`src/lxru_consts.vh`:
```
`ifndef LXRU_CONSTS_VH
`define LXRU_CONSTS_VH
`define LXRU_ACC_W        40
`define LXRU_DATA_W       32
`define LXRU_HALF_W       16
`define LXRU_OP_W         2
`define LXRU_SEL_W        3
`define LXRU_VALID_RST    1'h0
`define LXRU_DEST_RST     3'h0
`define LXRU_OP_SHIFT_D   2'h0
`define LXRU_OP_XOR_D     2'h1
`define LXRU_OP_XOR_FB    2'h2
`define LXRU_OP_SHIFT_FB  2'h3
`define LXRU_ACC_RST      40'h0000000000
`define LXRU_FLAG_RST     1'h0
`define LXRU_HALF_RST     16'h0000
`endif

```
`src/lxru_unit.v`:
```
// Contract
// RULE_01: data mask ANDs state, then parity
// RULE_02: mask accumulator ANDs state, then parity
// RULE_03: parity is XOR of all masked bits
// RULE_04: shifting form shifts state left first
// RULE_05: parity to flag and result bit zero
// RULE_06: result upper fifteen bits forced zero
// RULE_07: non-shifting data form keeps state
// RULE_08: feedback parity xor flag shifted into state
// RULE_09: shifting feedback form keeps flag
// RULE_10: feedback xor form updates flag, keeps state
// RULE_11: no other status bits touched
// RULE_12: instructions are 32-bit words
// RULE_13: may issue beside 16-bit instructions
// RULE_14: one op per cycle supports crc loop
// RULE_15: shifted state written back, zero fill
// RULE_16: data mask excludes upper eight state bits
// RULE_17: registers selected from eight data registers
`timescale 1ns/1ps
`default_nettype none
`include "lxru_consts.vh"
module lxru_unit
(
  input  wire                       clock,
  input  wire                       rst_n,
  input  wire                       op_valid,
  input  wire [`LXRU_OP_W-1:0]      op_code,
  input  wire [2:0]                 dest_sel,
  input  wire [`LXRU_DATA_W-1:0]    data_mask,
  input  wire                       state_load,
  input  wire [`LXRU_ACC_W-1:0]     state_load_value,
  input  wire                       mask_load,
  input  wire [`LXRU_ACC_W-1:0]     mask_load_value,
  input  wire                       flag_load,
  input  wire                       flag_load_value,
  output wire [`LXRU_ACC_W-1:0]     state_accumulator,
  output wire [`LXRU_ACC_W-1:0]     mask_accumulator,
  output wire                       condition_flag,
  output wire                       result_valid,
  output wire [2:0]                 result_dest,
  output wire [`LXRU_HALF_W-1:0]    data_register_low_half
);

  // chained xor of every masked bit, bit zero upward
  function parity40;
    input [`LXRU_ACC_W-1:0] v;
    integer                 i;
    reg                     p;
    begin
      p = 1'h0;
      for (i = 0; i < `LXRU_ACC_W; i = i + 1)
        p = p ^ v[i]; // RULE_03
      parity40 = p;
    end
  endfunction

  // one step left; the top state bit is lost, not saturated
  function [`LXRU_ACC_W-1:0] shift_in;
    input [`LXRU_ACC_W-1:0] v;
    input                   fill;
    begin
      shift_in = {v[`LXRU_ACC_W-2:0], fill};
    end
  endfunction

  // upper eight state bits never see a data-register mask
  function [`LXRU_ACC_W-1:0] widen_mask;
    input [`LXRU_DATA_W-1:0] d;
    begin
      widen_mask = {{(`LXRU_ACC_W-`LXRU_DATA_W){1'h0}}, d}; // RULE_16
    end
  endfunction

  function [`LXRU_HALF_W-1:0] low_half_word;
    input b;
    begin
      low_half_word = {{(`LXRU_HALF_W-1){1'h0}}, b}; // RULE_06
    end
  endfunction

  function op_is;
    input [`LXRU_OP_W-1:0] code;
    input [`LXRU_OP_W-1:0] which;
    input                  valid;
    begin
      op_is = valid && (code == which);
    end
  endfunction

  reg [`LXRU_ACC_W-1:0]  state_acc_reg;
  reg [`LXRU_ACC_W-1:0]  state_acc_next;
  reg [`LXRU_ACC_W-1:0]  mask_acc_reg;
  reg [`LXRU_ACC_W-1:0]  mask_acc_next;
  reg                    flag_reg;
  reg                    flag_next;
  reg                    valid_reg;
  reg                    valid_next;
  reg [`LXRU_SEL_W-1:0]  dest_reg;
  reg [`LXRU_SEL_W-1:0]  dest_next;
  reg [`LXRU_HALF_W-1:0] half_reg;
  reg [`LXRU_HALF_W-1:0] half_next;

  assign state_accumulator      = state_acc_reg;
  assign mask_accumulator       = mask_acc_reg;
  assign condition_flag         = flag_reg;
  assign result_valid           = valid_reg;
  assign result_dest            = dest_reg;
  assign data_register_low_half = half_reg;

  wire go_shift_d;
  wire go_xor_d;
  wire go_xor_fb;
  wire go_shift_fb;
  wire load_slot;
  wire writes_half;

  // one op word per cycle, back to back; the crc loop rotates elsewhere
  assign go_shift_d  = op_is(op_code, `LXRU_OP_SHIFT_D, op_valid); // RULE_12 RULE_13
  assign go_xor_d    = op_is(op_code, `LXRU_OP_XOR_D, op_valid); // RULE_12 RULE_13
  assign go_xor_fb   = op_is(op_code, `LXRU_OP_XOR_FB, op_valid); // RULE_12 RULE_13
  assign go_shift_fb = op_is(op_code, `LXRU_OP_SHIFT_FB, op_valid); // RULE_12 RULE_13 RULE_14
  assign load_slot   = !op_valid;
  assign writes_half = go_shift_d | go_xor_d | go_xor_fb; // RULE_05

  wire [`LXRU_ACC_W-1:0] shifted_state;
  wire [`LXRU_ACC_W-1:0] masked_shift_d;
  wire [`LXRU_ACC_W-1:0] masked_xor_d;
  wire [`LXRU_ACC_W-1:0] masked_fb;
  wire                   par_shift_d;
  wire                   par_xor_d;
  wire                   par_masked_fb;
  wire                   par_fb;

  assign shifted_state  = shift_in(state_acc_reg, 1'h0); // RULE_04 RULE_15
  assign masked_shift_d = shifted_state & widen_mask(data_mask); // RULE_01
  assign masked_xor_d   = state_acc_reg & widen_mask(data_mask); // RULE_01
  assign masked_fb      = state_acc_reg & mask_acc_reg; // RULE_02
  assign par_shift_d    = parity40(masked_shift_d);
  assign par_xor_d      = parity40(masked_xor_d);
  assign par_masked_fb  = parity40(masked_fb);
  // feedback forms fold in the flag as it stood before this op
  assign par_fb         = par_masked_fb ^ flag_reg; // RULE_08 RULE_10

  always @*
  begin
    state_acc_next = state_acc_reg;
    if (go_shift_d)
    begin
      state_acc_next = shifted_state; // RULE_15
    end
    else if (go_xor_d)
    begin
      state_acc_next = state_acc_reg; // RULE_07
    end
    else if (go_xor_fb)
    begin
      state_acc_next = state_acc_reg; // RULE_10
    end
    else if (go_shift_fb)
    begin
      state_acc_next = shift_in(state_acc_reg, par_fb); // RULE_08
    end
    else if (load_slot && state_load)
    begin
      // loads from the register file only when no op is in flight
      state_acc_next = state_load_value;
    end
  end

  always @*
  begin
    flag_next = flag_reg;
    if (go_shift_d)
    begin
      flag_next = par_shift_d; // RULE_05
    end
    else if (go_xor_d)
    begin
      flag_next = par_xor_d; // RULE_05
    end
    else if (go_xor_fb)
    begin
      flag_next = par_fb; // RULE_10
    end
    else if (go_shift_fb)
    begin
      flag_next = flag_reg; // RULE_09
    end
    else if (load_slot && flag_load)
    begin
      flag_next = flag_load_value;
    end
  end

  always @*
  begin
    mask_acc_next = mask_acc_reg;
    if (load_slot && mask_load)
    begin
      mask_acc_next = mask_load_value;
    end
  end

  always @*
  begin
    valid_next = 1'h0;
    if (writes_half)
    begin
      valid_next = 1'h1;
    end
  end

  always @*
  begin
    dest_next = dest_reg;
    if (writes_half)
    begin
      dest_next = dest_sel; // RULE_17
    end
  end

  always @*
  begin
    half_next = half_reg;
    if (writes_half)
    begin
      half_next = low_half_word(flag_next); // RULE_06
    end
  end

  always @(posedge clock)
  begin
    if (!rst_n)
    begin
      state_acc_reg <= `LXRU_ACC_RST;
    end
    else
    begin
      state_acc_reg <= state_acc_next;
    end
  end

  always @(posedge clock)
  begin
    if (!rst_n)
    begin
      mask_acc_reg <= `LXRU_ACC_RST;
    end
    else
    begin
      mask_acc_reg <= mask_acc_next;
    end
  end

  // the flag is the only status bit this unit drives
  always @(posedge clock)
  begin
    if (!rst_n)
    begin
      flag_reg <= `LXRU_FLAG_RST;
    end
    else
    begin
      flag_reg <= flag_next; // RULE_11
    end
  end

  always @(posedge clock)
  begin
    if (!rst_n)
    begin
      valid_reg <= `LXRU_VALID_RST;
    end
    else
    begin
      valid_reg <= valid_next;
    end
  end

  always @(posedge clock)
  begin
    if (!rst_n)
    begin
      dest_reg <= `LXRU_DEST_RST;
    end
    else
    begin
      dest_reg <= dest_next;
    end
  end

  always @(posedge clock)
  begin
    if (!rst_n)
    begin
      half_reg <= `LXRU_HALF_RST;
    end
    else
    begin
      half_reg <= half_next;
    end
  end

endmodule // lxru_unit
`default_nettype wire

```
`config.mk`:
```
export PLATFORM = sky130hd
export DESIGN_NAME = lxru_unit
export DESIGN_NICKNAME = d
export VERILOG_FILES = /design/src/lxru_unit.v
export VERILOG_INCLUDE_DIRS = /design/src
export SDC_FILE = /design/constraint.sdc
export NUM_CORES = 1
export LEC_CHECK = 0
export BUFFER_PORTS_ARGS = -buffer_cell sky130_fd_sc_hd__buf_2
export CAP_MARGIN = 25
export CORE_AREA = 3 3 110 112
export CTS_CLUSTER_DIAMETER = 50
export CTS_CLUSTER_SIZE = 10
export DETAILED_ROUTE_END_ITERATION = 10
export DIE_AREA = 0 0 113 115
export PLACE_DENSITY_LB_ADDON = 0.2
export REMOVE_ABC_BUFFERS = 1
export SLEW_MARGIN = 15
export SYNTH_ARGS = -nofsm -noshare
export SYNTH_HDL_FRONTEND = slang
export SYNTH_SLANG_ARGS = --single-unit
```
`constraint.sdc`:
```
create_clock -name clock -period 2.4 [get_ports clock]
set_clock_uncertainty 0.1 [all_clocks]
set_input_delay 0.12 -clock clock [delete_from_list [all_inputs] [get_ports clock]]
set_output_delay 0.12 -clock clock [all_outputs]
set_load 0.01 [all_outputs]
```
# After elaboration in Yosys (flattened, before gate mapping)

Cells that the tools add are included.

Multiplexer cells: 11
Bitwise logic cells: 126
Equal/unequal tests: 5
Reduce and logical (&&, ||, !) cells: 14

Operator list:

| operator                                            | count |
|---|---|
| two-way mux 40 bit                                  | 5 |
| bitwise XOR 1 bit                                   | 118 |
| bitwise AND 40 x 32 -> 40 bit                       | 2 |
| bitwise AND 40 bit                                  | 1 |
| logical AND 1 bit                                   | 7 |
| two-way mux 1 bit                                   | 6 |
| AND reduction 3 bit                                 | 2 |
| equality test 2 bit, second input constant          | 2 |
| inequality test 2 bit, second input constant        | 2 |
| inverter 1 bit                                      | 3 |
| nonzero test 3 bit                                  | 1 |
| equality test 2 x 1 -> 1 bit, second input constant | 1 |
| zero test 2 bit                                     | 1 |
| OR 1 bit                                            | 2 |
| nonzero test 2 bit                                  | 1 |
| OR reduction 2 bit                                  | 1 |
| zero test 1 bit                                     | 1 |

Bits of input ports: 124
Logic and storage cells: 163
Output and inout port bits: 101
Register bits after elaboration: 86

# Depth between registers and ports, before layout

Gate-level depths: netlist of the first run.

Word-level depth: 45
Mapped depth: 8
Depth with buffers taken out: 8

# Least setup slack after synthesis of the first run

Ideal clock, no wire load.

Path kind: reg2reg
Start: register state_acc_reg[21], in the netlist state_accumulator[21]
End: register half_reg[0], in the netlist data_register_low_half[0]
Stages on the path, launching flop included: 9
Clock period less this slack: 2.538 ns
Path slack: -0.138 ns
Library setup time: 0.129 ns
Data arrival time: 2.309 ns
Buffers on the path: 0
Cell sequence: dfxtp_1 nand2_1 xnor3_1 xnor3_1 xnor3_1 xnor3_1 and3_1 a311oi_2 a31oi_1

Word-level cells in the longest chain between the ends: 24
Elaborated cells between the ends (all ways): 63
Those cells by class: mux: 3; bitwise: 60

Ends and longest elaborated chain:

| item                            | line            | text |
|---|---|---|
| start, declared                 | lxru_unit.v:90  | `` reg [`LXRU_ACC_W-1:0] state_acc_reg; `` |
| start signal, assigned          | lxru_unit.v:235 | `` state_acc_reg <= `LXRU_ACC_RST; `` |
| start signal, assigned          | lxru_unit.v:239 | `state_acc_reg <= state_acc_next;` |
| bitwise AND 40 bit              | lxru_unit.v:137 | `assign masked_fb = state_acc_reg & mask_acc_reg;` |
| bitwise XOR 1 bit (19 in a row) | lxru_unit.v:52  | `p = p ^ v[i];` |
| bitwise XOR 1 bit               | lxru_unit.v:142 | `assign par_fb = par_masked_fb ^ flag_reg;` |
| two-way mux 1 bit               | lxru_unit.v:181 | `else if (go_xor_fb)` |
| two-way mux 1 bit               | lxru_unit.v:177 | `else if (go_xor_d)` |
| two-way mux 1 bit *             | lxru_unit.v:173 | `if (go_shift_d)` |
| end signal, assigned            | lxru_unit.v:296 | `` half_reg <= `LXRU_HALF_RST; `` |
| end signal, assigned            | lxru_unit.v:300 | `half_reg <= half_next;` |
| end, declared                   | lxru_unit.v:100 | `` reg [`LXRU_HALF_W-1:0] half_reg; `` |

Every way passes the cells marked *; elsewhere a longest branch is shown, timed or not.
A chain may end at the register's enable or synchronous reset.

# Worst setup path in the final report of the first run

Start: register state_acc_reg[4], in the netlist state_accumulator[4]
End: register flag_reg, in the netlist condition_flag

Word-level cells in the longest chain between the ends: 41
Elaborated cells between the ends (all ways): 114
Those cells by class: mux: 3; bitwise: 111

Ends and longest elaborated chain:

| item                            | line            | text |
|---|---|---|
| bitwise AND 40 bit              | lxru_unit.v:137 |  |
| bitwise XOR 1 bit (36 in a row) | lxru_unit.v:52  |  |
| bitwise XOR 1 bit               | lxru_unit.v:142 |  |
| two-way mux 1 bit               | lxru_unit.v:181 |  |
| two-way mux 1 bit               | lxru_unit.v:177 |  |
| two-way mux 1 bit *             | lxru_unit.v:173 |  |
| end signal, assigned            | lxru_unit.v:260 | `` flag_reg <= `LXRU_FLAG_RST; `` |
| end signal, assigned            | lxru_unit.v:264 | `flag_reg <= flag_next;` |
| end, declared                   | lxru_unit.v:94  | `reg flag_reg;` |

Marks and branches as above.

==> impl_results.rst, run 1 <==
.. list-table::
   :header-rows: 1

   * - Metric
     - Value
   * - Post-route antenna net violation count
     - 0
   * - Worst rel slew slack
     - 0.528
   * - Yosys warnings
     - 0
   * - Setup slack after layout
     - roughly 0.063 ns
   * - Upper clock frequency limit
     - roughly 430 MHz
   * - Setup TNS after final layout
     - 0 ns
   * - Synthesis-stage register bit count
     - 86
   * - Remaining design rule violation count
     - 0
   * - Max H-tree Level
     - 3
   * - Number of flops mapped to enable cells by yosys
     - 0
   * - Endpoint required time on the critical path
     - 2.51 ns
   * - Main flop type after synthesis
     - dfxtp_1
   * - Clock tree from TritonCTS
     - built
   * - Die Area
     - between 10000 and 15000 sq um
   * - Root buffer cell
     - clkbuf_16
   * - Port bufs
     - 209
   * - Measured slew at the worst slew-check pin
     - between 0.7 and 0.8 ns
   * - Time the worst path needs with I/O delays and setup
     - between 2 and 2.5 ns
   * - Asr flop ratio synth
     - 0
   * - GRT overflow
     - 0
   * - Power density over cell area
     - just over 600 nW/um^2
   * - Number of CTS-inserted buffers
     - 9
   * - Pre-CTS setup slack
     - -0.238 ns
   * - Commonest cells in the netlist
     - 233 x nand2_1, 86 x dfxtp_1, 67 x xnor2_1
   * - Final worst hold slack
     - about 0.013 ns
   * - Wire length of the first global-routing pass
     - 28000 um
   * - Worst min path class
     - in -> reg
   * - Share of cells above drive strength 1
     - 0.300
   * - Setup violation total in the final timing report
     - 0
   * - Net total in the final layout
     - between 1000 and 1500
   * - Total routed wirelength
     - ~18000 um
   * - Starting utilization of the core area
     - 0.415
   * - Pin count of the biggest net entering global routing
     - 41
   * - Syn Std Cell Area
     - 4690 sq um
   * - Max-cap violations
     - 0
   * - Average detailed-routed wire length per instance
     - 16.6 um
   * - Worst-case clock buffer depth
     - 2
   * - Number of iterations in the first detailed-routing pass
     - 5
   * - Area share of the largest cell type after synthesis
     - 0.367
   * - Synth Area per Inst
     - about 7.5 sq um
   * - Detail Placement HPWL
     - about 13000 um
   * - Total number of vias
     - roughly 5400
   * - Top fanout value on the critical path
     - 4
   * - First DRT Iteration DRCs
     - around 330
   * - Die width
     - between 100 and 150 um
   * - Maximum VDD drop
     - between 0.0004 and 0.0005 V
   * - Power Total
     - about 4.4 mW
   * - Result of the run
     - completed
   * - Top-level I/O count
     - 225
   * - Unrepaired setup endpoints after global routing
     - no
   * - Type of element launching the critical path
     - flop
   * - Number of library cell types mapped by synthesis
     - 26
   * - CTS sink cnt
     - 86
   * - Via-per-instance ratio
     - ~5.0
   * - Gr usage total
     - 0.275
   * - Clock input transition at the sequential cells of the worst setup and hold paths
     - about 0.060 ns
   * - Placer Congestion
     - around 0.95
   * - Top post-synthesis cells by area
     - dfxtp_1 37%, nand2_1 19%, xnor2_1 13%
   * - Height of the chip
     - about 120 um
   * - Number of max-slew violations in the final report
     - 0
   * - Share of the clock period used by the worst path
     - 0.974
   * - Worst R2R Setup Slack
     - 0.06 ns
   * - Critical path arrival
     - ~2.5 ns
   * - Portion of the post-synthesis area used by sequential elements
     - 0.367
   * - Final hold viol count
     - 0
   * - Std-Cell Rows
     - 39
   * - Synthesis-to-finish area growth
     - 54.6%
   * - Startpoint-to-endpoint class of the critical path
     - reg -> reg
   * - Most repeated cell in the gate-level netlist after synthesis
     - nand2_1
   * - Floorplan core area
     - ~11000 sq um
   * - Syn Inst Count
     - between 600 and 700
   * - Leak Pwr
     - 3.25 nW
   * - Antenna violations before repair
     - 4
   * - Type of element capturing the critical path
     - flop
   * - Most area-hungry cell type in the Yosys netlist
     - dfxtp_1
   * - Number of global-route vias before repair
     - roughly 5500
   * - Skew-Pair Late Insertion Delay
     - ~0.35 ns
-- state kept, by name (all words and copies together) (netlist names) --
signal and flops:
result_dest 3, condition_flag 1, mask_accumulator 40, data_register_low_half 1
result_valid 1, state_accumulator 40
-- layer usage --
layer  global-route usage  part of all wire
met1                0.326              0.40
met2                0.470              0.48
met3               0.0605             0.076
met4                0.140             0.036
met5                    0            0.0017
-- through the flow --
stage	instances	cell area, sq um	util
6_report	1084	7260	0.641
5_1_grt	1084	7260	0.641
4_1_cts	1083	7220	0.638
3_5_place_dp	988	6090	0.538
3_3_place_gp	988	6090	0.538
2_1_floorplan	597	4520	-
-- worst max-delay path, cell delays in order, from the launching register on --
cell	delay, ns
dfxtp_1	0.44
nand2_1	0.09
xor2_1	0.16
xnor2_1	0.24
xnor2_1	0.13
xnor2_1	0.30
xnor3_1	0.50
nand4b_1	0.14
a31oi_1	0.09
-- power breakdown --
part / total, mW / switching (mW) / internal [mW]
combinational: 1.22 / 0.597 / 0.627
sequential: 1.63 / 0.0975 / 1.53
clock: 1.58 / 0.587 / 0.996
total: 4.44 / 1.28 / 3.15
-- worst paths after layout --
kind         cells after the start               endpoint                 start
min reg2reg                      2         result_dest[0]        result_dest[0]
min                              3  state_accumulator[37]  state_load_value[37]
max                              8         condition_flag  state_accumulator[4]
max reg2reg                      8         condition_flag  state_accumulator[4]
-- timing repair --
item | in CTS | in global routing
setup buffers | 0 | 0
gates resized for setup | 2 | 8
endpoints found under the hold margin | 79 | 0
endpoints found under the setup margin | 2 | 3
hold buffers | 79 | 0
pin swaps | 5 | 7
-- area by class of cell --
cell class              instances  area [sq um]
clock inverters                 3          65.1
inverters                       2          7.51
diodes                          1          2.50
flip-flops and latches         86          1730
repair buffers                327          2160
fillers                       965          4070
well taps                     143           179
clock buffers                  13           270
multi-input cells             509          2850
-- cell families (layout without fill, tap and decap cells) --
| logic type | after synthesis | in the layout | share of synthesized area |
|---|---|---|---|
| AO/OA/AOI/OAI | 89 | 89 | 0.129 |
| flip-flops | 86 | 86 | 0.367 |
| buffers and inverters | 48 | 345 | 0.0504 |
| multiplexers | 3 | 3 | 0.00666 |
| AND/OR/NAND/NOR | 306 | 306 | 0.251 |
| other | 1 | 16 | 0.000799 |
| XOR/XNOR | 96 | 96 | 0.195 |
-- placed cells by master, fill, tap and decap left out, types with 3 or more instances in the layout --
master,n
conb_1,15
a31oi_1,3
clkbuf_16,9
xnor3_1,5
o221ai_1,19
buf_4,36
xnor2_2,4
dfxtp_1,81
a311oi_1,20
clkbuf_8,3
dlygate4sd3_1,79
nand2_1,233
dfxtp_2,5
xnor2_1,64
a21oi_1,44
nor2b_1,3
nor2_1,62
xor2_1,22
buf_2,209
No activity file was read; power rests on OpenSTA's default activity.
==> run 2: changes to the inputs <==
--- a/config.mk
+++ b/config.mk
@@ -14,6 +14,7 @@
 export DETAILED_ROUTE_END_ITERATION = 10
 export DIE_AREA = 0 0 113 115
 export PLACE_DENSITY_LB_ADDON = 0.2
+export RECOVER_POWER = 100
 export REMOVE_ABC_BUFFERS = 1
 export SLEW_MARGIN = 15
 export SYNTH_ARGS = -nofsm -noshare
==> run 2 against run 1 <==
Against the previous run: final area decreased by 1.8%; die area unchanged; global-route usage unchanged; critical path depth did not move; core utilization is 1.2 points lower; largest power group unchanged; highest routed layer unchanged.
==> impl_results.rst, run 2 (same netlist as run 1, synthesis figures left out) <==
.. list-table::
   :header-rows: 1

   * - Metric
     - Value
   * - Final hold viol count
     - 0
   * - Clock input transition at the sequential cells of the worst setup and hold paths
     - 0.06 ns
   * - Setup slack after layout
     - 0.0542 ns
   * - Net switching power of the design
     - 1.27 mW
   * - Synthesis-to-finish area growth
     - 51.8%
   * - Met3 usage
     - 0.0605
   * - Die Area
     - between 10000 and 15000 sq um
   * - Sequential share of power
     - 0.371
   * - Crit-path max cell delay
     - about 0.50 ns
   * - Proportion of total power due to net switching
     - 0.290
   * - Remaining design rule violation count
     - 0
   * - Type of element launching the critical path
     - flop
   * - Average detailed-routed wire length per instance
     - 16.6 um
   * - Die width
     - approximately 110 um
   * - Root buffer cell
     - clkbuf_16
   * - Number of global-route vias before repair
     - between 5000 and 6000
   * - Maximum VDD drop
     - 0.000456 V
   * - Std-Cell Rows
     - 39
   * - Time the worst path needs with I/O delays and setup
     - around 2.3 ns
   * - Startpoint-to-endpoint class of the critical path
     - reg -> reg
   * - Starting utilization of the core area
     - 0.415
   * - Height of the chip
     - 115 um
   * - First DRT Iteration DRCs
     - around 380
   * - Port bufs
     - ~210
   * - Type of element capturing the critical path
     - flop
   * - Number of iterations in the first detailed-routing pass
     - 5
   * - Net total in the final layout
     - 1059
   * - Busiest layer in global routing
     - met2
   * - Top fanout value on the critical path
     - 4
   * - Max-cap violations
     - 0
   * - Via-per-instance ratio
     - approximately 5
   * - Upper clock frequency limit
     - ~430 MHz
   * - Skew-Pair Late Insertion Delay
     - 0.35 ns
   * - Setup TNS after final layout
     - 0 ns
   * - Pin count of the biggest net entering global routing
     - approximately 40
   * - Placer Congestion
     - 0.953
   * - Power Total
     - roughly 4.4 mW
   * - Endpoint required time on the critical path
     - between 2 and 3 ns
   * - Power density over cell area
     - 617 nW/um^2
   * - Number of max-slew violations in the final report
     - 0
   * - Leak Pwr
     - roughly 3.0 nW
   * - Top-level I/O count
     - approximately 230
   * - Cell Chain, Critical Path
     - nand2_1 > xor2_1 > xnor2_1 > xnor2_1 > xnor2_1 > xnor3_1 > nand4b_1 > a31oi_1
   * - Worst min path class
     - in -> reg
   * - Total routed wirelength
     - roughly 18000 um
   * - Cell type with the highest occurrence count on the critical path
     - xnor2_1
   * - GRT overflow
     - 0
   * - CTS sink cnt
     - between 80 and 90
   * - Met1 routing resource usage after global routing
     - 0.326
   * - Comb power frac
     - 0.272
   * - Gr usage total
     - 0.275
   * - Floorplan core area
     - 11300 sq um
   * - Largest delay contributor family on the critical path
     - XOR/XNOR gates
   * - Worst-case clock buffer depth
     - 2
   * - Number of CTS-inserted buffers
     - 9
   * - Cell at the slowest stage of the critical path
     - xnor3_1
   * - Number of inserted filler cells in the final layout
     - 1021
   * - Int Pwr
     - roughly 3.1 mW
   * - Critical path arrival
     - about 2.5 ns
   * - Max H-tree Level
     - 3
   * - Clock share of power
     - 0.358
   * - Result of the run
     - completed
   * - Unrepaired setup endpoints after global routing
     - no
   * - Share of the clock period used by the worst path
     - 0.977
   * - Total number of vias
     - around 5500
   * - Wire length of the first global-routing pass
     - between 20000 and 30000 um
   * - Detail Placement HPWL
     - about 13000 um
   * - Measured slew at the worst slew-check pin
     - about 1.1 ns
   * - Leading cell type in the layout, fill and taps excluded
     - nand2_1
   * - Clock tree from TritonCTS
     - built
   * - Post-route antenna net violation count
     - 0
   * - Share of cells above drive strength 1
     - 0.221
   * - Met2 usage
     - 0.470
   * - Setup violation total in the final timing report
     - 0
   * - Buffers inserted during post-CTS setup optimization
     - 0
   * - Commonest non-fill, non-tap cells in the layout
     - 233 x nand2_1, 148 x buf_2, 81 x dfxtp_1
   * - Antenna violations before repair
     - 4
   * - Pre-CTS setup slack
     - -0.238 ns
   * - Buffers & Inverters on Critical Path
     - 0
   * - Worst rel slew slack
     - 0.293
run 2: cell types whose count changed in the layout (fill, tap and decap cells not counted):
cell	change
buf_4	-13
clkbuf_1	+73
clkbuf_2	+1
inv_2	-1
inv_1	+1
buf_2	-61
o21ai_2	+1
o21ai_4	-1
run 2: final timing paths:
kind              slack, ns               endpoint  cells past startpoint                 start
setup reg to reg       0.05         condition_flag                      8  state_accumulator[4]
setup / recovery       0.05         condition_flag                      8  state_accumulator[4]
hold reg to reg        0.36         result_dest[0]                      2        result_dest[0]
hold / removal         0.01  state_accumulator[37]                      3  state_load_value[37]
run 2: repair_timing:
action | in CTS | in global routing
resized for setup | 2 | 8
hold endpoints to repair | 79 | 0
pin swaps | 5 | 7
hold buffers | 79 | 0
endpoints found under the setup margin | 2 | 3
gates cloned | 0 | 0
run 2: power by group through the flow:
stage | Sequential, mW | Clock (mW) | Combinational, mW
floorplan | 1.70 | 0 | 0.600
global placement | 1.65 | 0 | 1.09
detailed placement | 1.66 | 0 | 1.12
CTS | 1.62 | 1.60 | 1.22
global route | 1.64 | 1.67 | 1.30
finish | 1.63 | 1.57 | 1.20
run 2: final cells by class:
| class | instances | area (sq um) | area share |
|---|---|---|---|
| sequential | 86 | 1730 | 0.243 |
| inverter | 2 | 7.51 | 0.00105 |
| multi-input combinational | 509 | 2840 | 0.398 |
| clock inverter | 3 | 65.1 | 0.00913 |
| antenna | 1 | 2.50 | 0.000351 |
| timing repair buffer | 327 | 2030 | 0.286 |
| tap | 143 | 179 | 0.0251 |
| clock buffer | 13 | 270 | 0.0379 |
run 2: routing by layer:
| layer | wire length [um] | part of all wire |
|---|---|---|
| met3 | 1200 | 0.066 |
| met4 | 621 | 0.034 |
| met2 | 8800 | 0.49 |
| met5 | 31 | 0.0017 |
| met1 | 7360 | 0.41 |
run 2: worst register-to-register path: stages, from the launching register on:
cell	delay [ns]
dfxtp_1	0.44
nand2_1	0.10
xor2_1	0.16
xnor2_1	0.24
xnor2_1	0.14
xnor2_1	0.30
xnor3_1	0.50
nand4b_1	0.14
a31oi_1	0.10
run 2: metrics by stage:
| stage | std cells | hold WS (ns) | util | cell area (sq um) |
|---|---|---|---|---|
| floorplan | 597 | 0.156 | - | 4520 |
| global placement | 988 | 0.261 | 0.538 | 6090 |
| detailed placement | 988 | 0.266 | 0.538 | 6090 |
| CTS | 1083 | 0.0149 | 0.638 | 7220 |
| global route | 1084 | 0.0436 | 0.629 | 7120 |
| finish | 1084 | 0.0121 | 0.629 | 7120 |
